===== src/cis_pkg.sv =====
// Constants for the comparator input select register bank
package cis_pkg;
  localparam logic [7:0] ADDR_ONE_SEL = 8'h9e;
  localparam logic [7:0] ADDR_ZERO_SEL = 8'h9f;
  localparam logic [7:0] SFR_PAGE_ZERO = 8'h00;
  localparam logic [7:0] SEL_RESET = 8'hff;
  localparam logic [7:0] RDATA_RESET = 8'h00;
  localparam int NEG_HI = 7;
  localparam int NEG_LO = 4;
  localparam int POS_HI = 3;
  localparam int POS_LO = 0;
  localparam int NEG_W = 11;
  localparam int POS_W = 12;
  // Select codes
  localparam logic [3:0] CODE_0 = 4'h0;
  localparam logic [3:0] CODE_1 = 4'h1;
  localparam logic [3:0] CODE_2 = 4'h2;
  localparam logic [3:0] CODE_3 = 4'h3;
  localparam logic [3:0] CODE_6 = 4'h6;
  localparam logic [3:0] CODE_7 = 4'h7;
  localparam logic [3:0] CODE_8 = 4'h8;
  localparam logic [3:0] CODE_9 = 4'h9;
  localparam logic [3:0] CODE_COMPARE = 4'hc;
  localparam logic [3:0] CODE_HALF_BATT = 4'hd;
  localparam logic [3:0] CODE_E = 4'he;
  localparam logic [3:0] CODE_F = 4'hf;
  // Negative multiplexer one-hot bit positions
  localparam int NEG_P0_1 = 0;
  localparam int NEG_P0_3 = 1;
  localparam int NEG_P0_5 = 2;
  localparam int NEG_P1_5 = 3;
  localparam int NEG_P1_7 = 4;
  localparam int NEG_P2_1 = 5;
  localparam int NEG_P2_3 = 6;
  localparam int NEG_COMPARE = 7;
  localparam int NEG_HALF_BATT = 8;
  localparam int NEG_DIGITAL = 9;
  localparam int NEG_GROUND = 10;
  // Positive multiplexer one-hot bit positions
  localparam int POS_P0_0 = 0;
  localparam int POS_P0_2 = 1;
  localparam int POS_P0_4 = 2;
  localparam int POS_P0_6 = 3;
  localparam int POS_P1_4 = 4;
  localparam int POS_P1_6 = 5;
  localparam int POS_P2_0 = 6;
  localparam int POS_P2_2 = 7;
  localparam int POS_COMPARE = 8;
  localparam int POS_HALF_BATT = 9;
  localparam int POS_BATTERY = 10;
  localparam int POS_CONVERTER = 11;
endpackage


===== src/cis_top.sv =====
// Comparator input select registers on the special-function-register bus
// Notes on behaviour
// - Zero select register at 0x9f page 0, negative 7:4, positive 3:0, resets 0xff.
// - One select register at 0x9e page 0, same layout, read/write, resets 0xff.
// - Zero negative codes pick port pins, compare, half battery, digital supply, ground.
// - Zero positive codes pick port pins, compare, half battery; 1110 and 1111 battery.
// - One negative select decodes exactly like the zero negative select.
`timescale 1ns/1ps
module cis_top (
  input wire logic clk_in,
  input wire logic rst_b_in,
  input wire logic [7:0] sfr_addr_in,
  input wire logic [7:0] sfr_page_in,
  input wire logic sfr_wr_in,
  input wire logic sfr_rd_in,
  input wire logic [7:0] sfr_wdata_in,
  output logic [7:0] sfr_rdata_out,
  output logic [cis_pkg::NEG_W-1:0] cmp_zero_negative_select_out,
  output logic [cis_pkg::POS_W-1:0] cmp_zero_positive_select_out,
  output logic [cis_pkg::NEG_W-1:0] cmp_one_negative_select_out,
  output logic [cis_pkg::POS_W-1:0] cmp_one_positive_select_out
);
  typedef struct packed {
    logic [7:0] zero_sel;
    logic [7:0] one_sel;
    logic [7:0] rdata;
    logic [cis_pkg::NEG_W-1:0] neg0;
    logic [cis_pkg::POS_W-1:0] pos0;
    logic [cis_pkg::NEG_W-1:0] neg1;
    logic [cis_pkg::POS_W-1:0] pos1;
    logic init_done;
  } cis_state_type;

  localparam cis_state_type STATE_RESET = '{
    zero_sel: cis_pkg::SEL_RESET,
    one_sel: cis_pkg::SEL_RESET,
    rdata: cis_pkg::RDATA_RESET,
    neg0: '0,
    pos0: '0,
    neg1: '0,
    pos1: '0,
    init_done: 1'b0
  };

  logic [1:0] rst_sync;
  logic rst_b;
  cis_state_type state;
  cis_state_type next_state;
  logic init_done;
  logic hit_zero;
  logic hit_one;
  logic [7:0] next_sel [2];
  logic [cis_pkg::NEG_W-1:0] dec_neg [2];
  logic [cis_pkg::POS_W-1:0] dec_pos [2];

  // Reset release through two flip-flops
  always_ff @(posedge clk_in or negedge rst_b_in) begin
    if (!rst_b_in) begin
      rst_sync <= 2'b00;
    end else begin
      rst_sync <= {rst_sync[0], 1'b1};
    end
  end
  assign rst_b = rst_sync[1];

  // Page-zero address match, shared by both registers and both strobes
  function automatic logic sel_hit(input logic [7:0] page, input logic [7:0] addr,
                                   input logic [7:0] target);
    return (page == cis_pkg::SFR_PAGE_ZERO) && (addr == target);
  endfunction

  assign hit_zero = sel_hit(sfr_page_in, sfr_addr_in, cis_pkg::ADDR_ZERO_SEL);
  assign hit_one = sel_hit(sfr_page_in, sfr_addr_in, cis_pkg::ADDR_ONE_SEL);

  // Register value after this edge; decoded ahead so controls load with it
  assign next_sel[0] = (sfr_wr_in && hit_zero) ? sfr_wdata_in : state.zero_sel;
  assign next_sel[1] = (sfr_wr_in && hit_one) ? sfr_wdata_in : state.one_sel;

  generate
    for (genvar i = 0; i < 2; i++) begin : g_dec
      cis_decode #(.TOP_CODE_CONVERTER(i == 1)) u_dec (
        .sel_in(next_sel[i]),
        .neg_out(dec_neg[i]),
        .pos_out(dec_pos[i])
      );
    end
  endgenerate

  always_comb begin
    next_state = state;
    next_state.init_done = 1'b1;
    next_state.zero_sel = next_sel[0];
    next_state.one_sel = next_sel[1];
    if (sfr_rd_in && hit_zero) begin
      next_state.rdata = state.zero_sel;
    end else if (sfr_rd_in && hit_one) begin
      next_state.rdata = state.one_sel;
    end else if (sfr_rd_in) begin
      next_state.rdata = cis_pkg::RDATA_RESET;
    end
    // Controls registered on the same edge as the register value
    next_state.neg0 = dec_neg[0];
    next_state.pos0 = dec_pos[0];
    next_state.neg1 = dec_neg[1];
    next_state.pos1 = dec_pos[1];
  end

  always_ff @(posedge clk_in or negedge rst_b) begin
    if (!rst_b) begin
      state <= STATE_RESET;
    end else begin
      state <= next_state;
    end
  end

  assign sfr_rdata_out = state.rdata;
  assign cmp_zero_negative_select_out = state.neg0;
  assign cmp_zero_positive_select_out = state.pos0;
  assign cmp_one_negative_select_out = state.neg1;
  assign cmp_one_positive_select_out = state.pos1;
  assign init_done = state.init_done;

  AST_ZERO_WRITE: assert property (@(posedge clk_in) disable iff (!rst_b)
    (sfr_wr_in && hit_zero) |=> (state.zero_sel == $past(sfr_wdata_in)))
    else $error("zero select register did not take the write");

  AST_ONE_WRITE_AND_READ: assert property (@(posedge clk_in) disable iff (!rst_b)
    (sfr_wr_in && hit_one) ##1 (sfr_rd_in && hit_one && !sfr_wr_in)
      |=> (sfr_rdata_out == $past(sfr_wdata_in, 2)))
    else $error("one select register did not read back the written value");

  AST_ZERO_NEG_GROUND: assert property (@(posedge clk_in) disable iff (!rst_b)
    (init_done && state.zero_sel[cis_pkg::NEG_HI:cis_pkg::NEG_LO] == cis_pkg::CODE_F)
      |-> (cmp_zero_negative_select_out == (11'h001 << cis_pkg::NEG_GROUND)))
    else $error("zero negative code 1111 did not select ground");

  AST_ZERO_POS_BATTERY: assert property (@(posedge clk_in) disable iff (!rst_b)
    (init_done && state.zero_sel[cis_pkg::POS_HI:cis_pkg::POS_LO] >= cis_pkg::CODE_E)
      |-> (cmp_zero_positive_select_out == (12'h001 << cis_pkg::POS_BATTERY)))
    else $error("zero positive top codes did not select battery");

  AST_ONE_NEG_MATCHES_ZERO: assert property (@(posedge clk_in) disable iff (!rst_b)
    (init_done && state.one_sel[cis_pkg::NEG_HI:cis_pkg::NEG_LO]
      == state.zero_sel[cis_pkg::NEG_HI:cis_pkg::NEG_LO])
      |-> (cmp_one_negative_select_out == cmp_zero_negative_select_out))
    else $error("one negative decode differs from zero negative decode");

  AST_ONE_POS_CONVERTER: assert property (@(posedge clk_in) disable iff (!rst_b)
    (init_done && state.one_sel[cis_pkg::POS_HI:cis_pkg::POS_LO] == cis_pkg::CODE_F)
      |-> (cmp_one_positive_select_out == (12'h001 << cis_pkg::POS_CONVERTER)))
    else $error("one positive code 1111 did not select converter supply");

  AST_WRITE_EDGE_CONTROL: assert property (@(posedge clk_in) disable iff (!rst_b)
    (sfr_wr_in && hit_zero && sfr_wdata_in[cis_pkg::NEG_HI:cis_pkg::NEG_LO] == cis_pkg::CODE_0)
      |=> (cmp_zero_negative_select_out == (11'h001 << cis_pkg::NEG_P0_1)))
    else $error("negative control did not follow the write on its edge");

  AST_RESERVED_NONE: assert property (@(posedge clk_in) disable iff (!rst_b)
    (init_done && state.zero_sel[cis_pkg::NEG_HI:cis_pkg::NEG_LO] == cis_pkg::CODE_3)
      |-> (cmp_zero_negative_select_out == '0))
    else $error("reserved negative code drove a selection");

  AST_ZERO_RESET: assert property (@(posedge clk_in) disable iff (!rst_b)
    !init_done |-> (state.zero_sel == cis_pkg::SEL_RESET))
    else $error("zero select register did not leave reset at all ones");

  AST_ONE_RESET: assert property (@(posedge clk_in) disable iff (!rst_b)
    !init_done |-> (state.one_sel == cis_pkg::SEL_RESET))
    else $error("one select register did not leave reset at all ones");

  AST_ONE_WRITE: assert property (@(posedge clk_in) disable iff (!rst_b)
    (sfr_wr_in && hit_one) |=> (state.one_sel == $past(sfr_wdata_in)))
    else $error("one select register did not take the write");

  AST_ZERO_READ: assert property (@(posedge clk_in) disable iff (!rst_b)
    (sfr_rd_in && hit_zero) |=> (sfr_rdata_out == $past(state.zero_sel)))
    else $error("zero select register read returned the wrong value");

  AST_ONE_READ: assert property (@(posedge clk_in) disable iff (!rst_b)
    (sfr_rd_in && hit_one) |=> (sfr_rdata_out == $past(state.one_sel)))
    else $error("one select register read returned the wrong value");

  AST_FOREIGN_WRITE: assert property (@(posedge clk_in) disable iff (!rst_b)
    (sfr_wr_in && !hit_zero && !hit_one)
      |=> ($stable(state.zero_sel) && $stable(state.one_sel)))
    else $error("write to another address changed a select register");

  AST_FOREIGN_READ: assert property (@(posedge clk_in) disable iff (!rst_b)
    (sfr_rd_in && !hit_zero && !hit_one) |=> (sfr_rdata_out == cis_pkg::RDATA_RESET))
    else $error("read of another address did not return zero");

  AST_RDATA_HOLD: assert property (@(posedge clk_in) disable iff (!rst_b)
    !sfr_rd_in |=> $stable(sfr_rdata_out))
    else $error("read data changed without a read");

  AST_ZERO_NEG_COMPARE: assert property (@(posedge clk_in) disable iff (!rst_b)
    (init_done && state.zero_sel[cis_pkg::NEG_HI:cis_pkg::NEG_LO] == cis_pkg::CODE_COMPARE)
      |-> (cmp_zero_negative_select_out == (11'h001 << cis_pkg::NEG_COMPARE)))
    else $error("zero negative compare code did not select compare");

  AST_ZERO_POS_NO_CONVERTER: assert property (@(posedge clk_in) disable iff (!rst_b)
    !cmp_zero_positive_select_out[cis_pkg::POS_CONVERTER])
    else $error("zero positive control selected the converter supply");

  AST_ONE_POS_BATTERY: assert property (@(posedge clk_in) disable iff (!rst_b)
    (init_done && state.one_sel[cis_pkg::POS_HI:cis_pkg::POS_LO] == cis_pkg::CODE_E)
      |-> (cmp_one_positive_select_out == (12'h001 << cis_pkg::POS_BATTERY)))
    else $error("one positive code 1110 did not select battery");

  AST_ONE_NEG_RESERVED: assert property (@(posedge clk_in) disable iff (!rst_b)
    (init_done && state.one_sel[cis_pkg::NEG_HI:cis_pkg::NEG_LO] == cis_pkg::CODE_3)
      |-> (cmp_one_negative_select_out == '0))
    else $error("reserved one negative code drove a selection");

  AST_CONTROLS_ONEHOT: assert property (@(posedge clk_in) disable iff (!rst_b)
    $onehot0(cmp_zero_negative_select_out) && $onehot0(cmp_zero_positive_select_out)
      && $onehot0(cmp_one_negative_select_out) && $onehot0(cmp_one_positive_select_out))
    else $error("a multiplexer control selected more than one source");
endmodule


===== src/cis_decode.sv =====
// Decodes one select register into one-hot multiplexer controls
`timescale 1ns/1ps
module cis_decode #(
  parameter bit TOP_CODE_CONVERTER = 1'b0
) (
  input wire logic [7:0] sel_in,
  output logic [cis_pkg::NEG_W-1:0] neg_out,
  output logic [cis_pkg::POS_W-1:0] pos_out
);
  function automatic logic [cis_pkg::NEG_W-1:0] decode_neg(input logic [3:0] code);
    logic [cis_pkg::NEG_W-1:0] v;
    v = '0;
    case (code)
      cis_pkg::CODE_0: v[cis_pkg::NEG_P0_1] = 1'b1;
      cis_pkg::CODE_1: v[cis_pkg::NEG_P0_3] = 1'b1;
      cis_pkg::CODE_2: v[cis_pkg::NEG_P0_5] = 1'b1;
      cis_pkg::CODE_6: v[cis_pkg::NEG_P1_5] = 1'b1;
      cis_pkg::CODE_7: v[cis_pkg::NEG_P1_7] = 1'b1;
      cis_pkg::CODE_8: v[cis_pkg::NEG_P2_1] = 1'b1;
      cis_pkg::CODE_9: v[cis_pkg::NEG_P2_3] = 1'b1;
      cis_pkg::CODE_COMPARE: v[cis_pkg::NEG_COMPARE] = 1'b1;
      cis_pkg::CODE_HALF_BATT: v[cis_pkg::NEG_HALF_BATT] = 1'b1;
      cis_pkg::CODE_E: v[cis_pkg::NEG_DIGITAL] = 1'b1;
      cis_pkg::CODE_F: v[cis_pkg::NEG_GROUND] = 1'b1;
      default: v = '0;
    endcase
    return v;
  endfunction

  function automatic logic [cis_pkg::POS_W-1:0] decode_pos(input logic [3:0] code,
                                                           input logic conv);
    logic [cis_pkg::POS_W-1:0] v;
    v = '0;
    case (code)
      cis_pkg::CODE_0: v[cis_pkg::POS_P0_0] = 1'b1;
      cis_pkg::CODE_1: v[cis_pkg::POS_P0_2] = 1'b1;
      cis_pkg::CODE_2: v[cis_pkg::POS_P0_4] = 1'b1;
      cis_pkg::CODE_3: v[cis_pkg::POS_P0_6] = 1'b1;
      cis_pkg::CODE_6: v[cis_pkg::POS_P1_4] = 1'b1;
      cis_pkg::CODE_7: v[cis_pkg::POS_P1_6] = 1'b1;
      cis_pkg::CODE_8: v[cis_pkg::POS_P2_0] = 1'b1;
      cis_pkg::CODE_9: v[cis_pkg::POS_P2_2] = 1'b1;
      cis_pkg::CODE_COMPARE: v[cis_pkg::POS_COMPARE] = 1'b1;
      cis_pkg::CODE_HALF_BATT: v[cis_pkg::POS_HALF_BATT] = 1'b1;
      cis_pkg::CODE_E: v[cis_pkg::POS_BATTERY] = 1'b1;
      cis_pkg::CODE_F: begin
        if (conv) begin
          v[cis_pkg::POS_CONVERTER] = 1'b1;
        end else begin
          v[cis_pkg::POS_BATTERY] = 1'b1;
        end
      end
      default: v = '0;
    endcase
    return v;
  endfunction

  assign neg_out = decode_neg(sel_in[cis_pkg::NEG_HI:cis_pkg::NEG_LO]);
  assign pos_out = decode_pos(sel_in[cis_pkg::POS_HI:cis_pkg::POS_LO], TOP_CODE_CONVERTER);
endmodule


===== config.mk =====
export PLATFORM = sky130hd
export DESIGN_NAME = cis_top
export DESIGN_NICKNAME = d
export VERILOG_FILES = /design/src/cis_pkg.sv /design/src/cis_top.sv /design/src/cis_decode.sv
export SDC_FILE = /design/constraint.sdc
export NUM_CORES = 1
export LEC_CHECK = 0
export BUFFER_PORTS_ARGS = -buffer_cell sky130_fd_sc_hd__buf_2
export CAP_MARGIN = 40
export CORE_ASPECT_RATIO = 0.6
export CORE_MARGIN = 3
export CORE_UTILIZATION = 40
export CTS_BUF_LIST = sky130_fd_sc_hd__clkbuf_2
export DETAILED_ROUTE_END_ITERATION = 10
export MAX_ROUTING_LAYER = met4
export SYNTH_ARGS = -nofsm -noshare
export SYNTH_HDL_FRONTEND = slang
export SYNTH_SLANG_ARGS = --single-unit

===== constraint.sdc =====
create_clock -name clk_in -period 2.08 [get_ports clk_in]
set_input_delay 0.104 -clock clk_in [delete_from_list [all_inputs] [get_ports clk_in]]
set_output_delay 0.104 -clock clk_in [all_outputs]
set_load 0.02 [all_outputs]

Yosys cells after proc, flatten, opt, wreduce, memory -nomap -nowiden
Index checks and enable logic that the tools add are counted. Widths: inputs -> output; s select.

Equal/unequal tests: 44. Mux-type cells: 50. Reductions and logical operators: 13.

Operators with widths (number): $eq 4x4->1 const B (24); $mux 1 (45); $mux 8 (5); $eq 4x3->1 const B (8); $eq 4x2->1 const B (6); $eq 4x1->1 const B (4); $eq 8x8->1 const B (2); $logic_not 4->1 (4); $logic_not 8->1 (1); $logic_and 1x1->1 (6); $reduce_bool 3->1 (1); $reduce_or 2->1 (1).

Register bits: 71. Bits of input ports: 28. Word-level logic and storage cells: 115.

Depth between registers and ports, before layout
Word-level depth: 7. Mapped depth: 5. Gate-level depth less buffers: 4.

Cells and area by module
A second synthesis with hierarchy kept.

Cell total of the unflattened synthesis: 234. Area, all modules: 3434.5 um^2.

By module, submodules not included: cis_top (instances 1, cells an instance 171, area each 2675.1 um^2, sequential area each 1821.7 um^2); cis_decode at g_dec[1].u_dec (instances 1, cells an instance 31, area each 440.4 um^2, sequential area each 0.0 um^2); cis_decode at g_dec[0].u_dec (instances 1, cells an instance 32, area each 319.1 um^2, sequential area each 0.0 um^2).

Least setup slack after synthesis
Ideal clock, no wire load.

Path kind: input to register. From: in sfr_page_in[5]. To: reg state[57] in the netlist's numbering. Setup time: 0.085 ns. Arrival: 1.362 ns. Data required time: 1.995 ns. Setup slack: 0.633 ns. Cell stages on the path: 5. Buffers on the path: 1. Path through: nor4b_1 nand4_1 nor3b_2 buf_4 mux2_1.

Word-level cells in the longest chain between the ends: 4.

Ends and longest elaborated chain: start: declaration (line cis_top.sv:13) `input wire logic [7:0] sfr_page_in,`; $logic_not 8->1 (line cis_top.sv:69) `return (page == cis_pkg::SFR_PAGE_ZERO) && (addr == target);`; $logic_and 1x1->1 (line cis_top.sv:69); $logic_and 1x1->1 (line cis_top.sv:77) `assign next_sel[1] = (sfr_wr_in && hit_one) ? sfr_wdata_in : state.one_sel;`; $mux 8 (line cis_top.sv:77); via g_dec[1].u_dec.sel_in[2] (line cis_decode.sv:6) `input wire logic [7:0] sel_in,`; end signal: assignment (line cis_top.sv:112) `state <= next_state;`; end: declaration (line cis_top.sv:47) `cis_state_type state;`.

The timed path passes the listed nets, and every way through them passes these cells. A chain may end at the register's enable or synchronous reset.

==> impl_metrics.yaml <==
cts:
  cts_resized: 0
  numCtsBuffers: 9
  htree_levels: 3
  clock_latency_ns: 0.51
  clk_pin_slew_ns: 0.19
  cts_root_buffer: "clkbuf_2"
  tritoncts: "built"
  cts_sinks: 71
  max-clock-path-buffers: 2
finish:
  nFillCells: 817
  most-common-layout-cells: "buf_2 (80), dfrtp_1 (54), mux2i_1 (53)"
  nNetsFinal: 400
  stdcell_area_sq_um: 4000
  seq_area_sq_um: 1798
  multi_input_area_sq_um: 1365
  drive_above_1_share: 0.3475
  layout_commonest_cell: "buf_2"
  area_growth_pct: 10.20
  num_antenna_cells: 0
critical_path:
  cpPeakStageDelay_ns: 0.65
  critical_path_buf_inv_count: 0
  worstSetupStartpointType: "flop"
  critPathKind: "flop to flop"
  critical_path.max_fanout: 7
  cp_cell_sequence: "nor2b_1 > nand3_1 > mux2i_1"
  end_kind: "flop"
  cp.required_ns: 2.51
  cp_slowest_cell: "dfstp_2"
  path_delay_family: "flip-flops"
  critical_path_arrival_ns: 1.77
routing:
  wl_microns: 8000
  routedWlPerCell_microns: 16.36
  ant_nets: 0
  via_count: 2433
  via_per_inst: 4.975
  drc: 0
  first_iter_violations: 148
  first_pass_iters: 4
run_status:
  outcome: "finished clean"
floorplanning:
  start_util: 0.4195
  die_h_microns: 79.79
  dieWidth_microns: 129.0
  ios: 82
  dieArea_sq_um: 10290
  fp-row-count: 26
  core_sq_um: 8653
sta:
  fin_skew_ns: 0.02596
  drv_slew: 0
  hold_viol: 0
  setup_tns_ns: 0
  setup_viol: 0
  finalCritPeriodShare: 0.6461
  hold_ws_ns: 0.09965
  fmax_mhz: 744.2
  max-slew-margin-rel: 0.6370
  fin_crit_ns: 1.344
  worst_pin_slew_ns: 0.5445
  rsz0062_at_grt: "false"
  setup_slack_ns: 0.7362
synthesis:
  synth.distinct_cells: 23
  synth-xor-area-share: 0
  synthMuxAreaShare: 0.1958
  synth.largest_area_cell: "dfrtp_1"
  syn_nets: 361
  yosys_warnings: 0
  synthAdderAreaFrac: 0
  synthArstFlopShare: 1.000
  netlist_area_sq_um: 3630
  synth_edf_count: 0
  synthCells: 333
  synth_ff_type: "dfrtp_1"
  synth_top_family_by_area: "multiplexers"
  ys_seq_area_frac: 0.4950
  ys_top_cells_by_area: "dfrtp_1 (38%), mux2i_1 (15%), buf_4 (12%)"
  synth_seq_cells: 71
  yosys.area_share.simple: 0.1551
  synth-compound-area-share: 0.01930
  synth_area_per_cell_sq_um: 10.90
  synth_top_area_frac: 0.3792
hold_path:
  hold_class: "input port to flop"
placement:
  dp_slack_ns: 0.2498
  placed_area_sq_um: 3795
  hpwl_microns: 5807
  place.gp.congestion: 0.9069
  port_buffers: 80
grt:
  grt_pass1_vias: 2452
  grt_start_max_net_pins: 47
  overflow: 0
  grt_util_all_layers: 0.1712
  grt_pass1_wl_microns: 13120
  antenna_found_initial: 0
pwr:
  leakage_nw: 1.854
  power.density_nw_per_um2: 539.5
  ir_worst_vdd_v: 0.0002368
flow_run:
  maxCapViolCount: 0
==> power by group <==
group	internal [mW]	switching, mW	total, mW
Combinational	0.0522	0.0719	0.124
Clock	0.146	0.492	0.638
Sequential	1.39	0.00965	1.40
==> worst paths after layout <==
kind                       cells after the start                             end           start  slack (ns)
max                                            3  cmp_one_negative_select_out[8]       state[62]        0.74
min                                            3                sfr_rdata_out[1]  sfr_addr_in[0]         0.1
max reg2reg                                    3  cmp_one_negative_select_out[8]       state[62]        0.74
min reg2reg                                    0                sfr_rdata_out[1]     rst_sync[1]        0.26
max in group asynchronous                      1                       state[67]     rst_sync[1]        1.14
min in group asynchronous                      0                sfr_rdata_out[1]     rst_sync[1]        0.26
==> worst min-delay path, stage by stage <==
cell and delay (ns):
buf_2 0.21, mux2i_1 0.20, o2bb2ai_1 0.08
==> flip-flops by register name, indices dropped and copies added, names as in the netlist <==
register,cells
cmp_one_negative_select_out,11
cmp_one_positive_select_out,12
cmp_zero_negative_select_out,11
cmp_zero_positive_select_out,11
rst_sync,2
sfr_rdata_out,8
state,16
==> cell type report <==
class	instances	share of cell area
timing repair buffer	97	0.1520
inverter	1	0.0009384
multi-input combinational	192	0.3413
clock buffer	9	0.01126
clock inverter	7	0.01001
sequential	71	0.4495
tap	112	0.03503
==> Yosys cell counts, types with 2 or more instances <==
library cell   n
buf_2          4
buf_4         57
clkbuf_1       8
conb_1         2
dfrtp_1       55
dfstp_2       16
mux2_1         7
mux2_2         9
mux2i_1       53
nand2_1       39
nand3_1       23
nand3b_1       2
nand4_1        6
nor2_1        14
nor2b_1       21
nor4bb_1       2
o2bb2ai_1      8
or2_2          2
==> cell families after synthesis <==
family / after synthesis
AO/OA/AOI/OAI: 8
buffers and inverters: 70
flip-flops: 71
multiplexers: 69
other: 2
AND/OR/NAND/NOR: 113
==> timing repair <==
action | 4_1_cts | 5_1_grt
buffers inserted | 0 | 0
hold buffers | 12 | 0
endpoints found under the hold margin | 63 | 0
==> through the flow <==
step                      power [mW]  cells  utilization
after floorplan                1.470    333            -
after global placement         1.525    461       0.4385
after detailed placement       1.527    461       0.4385
after CTS                      2.200    489       0.4623
after global routing           2.267    489       0.4623
final                          2.158    489       0.4623
==> layer usage <==
metal  routed length (microns)  vias up  track usage
met4                        77        0      0.05870
met5                         0        -            -
met1                      4152     1159       0.2585
met3                       648        8      0.04947
li1                          -     1157            -
met2                      3121      109       0.2144
No activity file was read; power rests on OpenSTA's default activity.
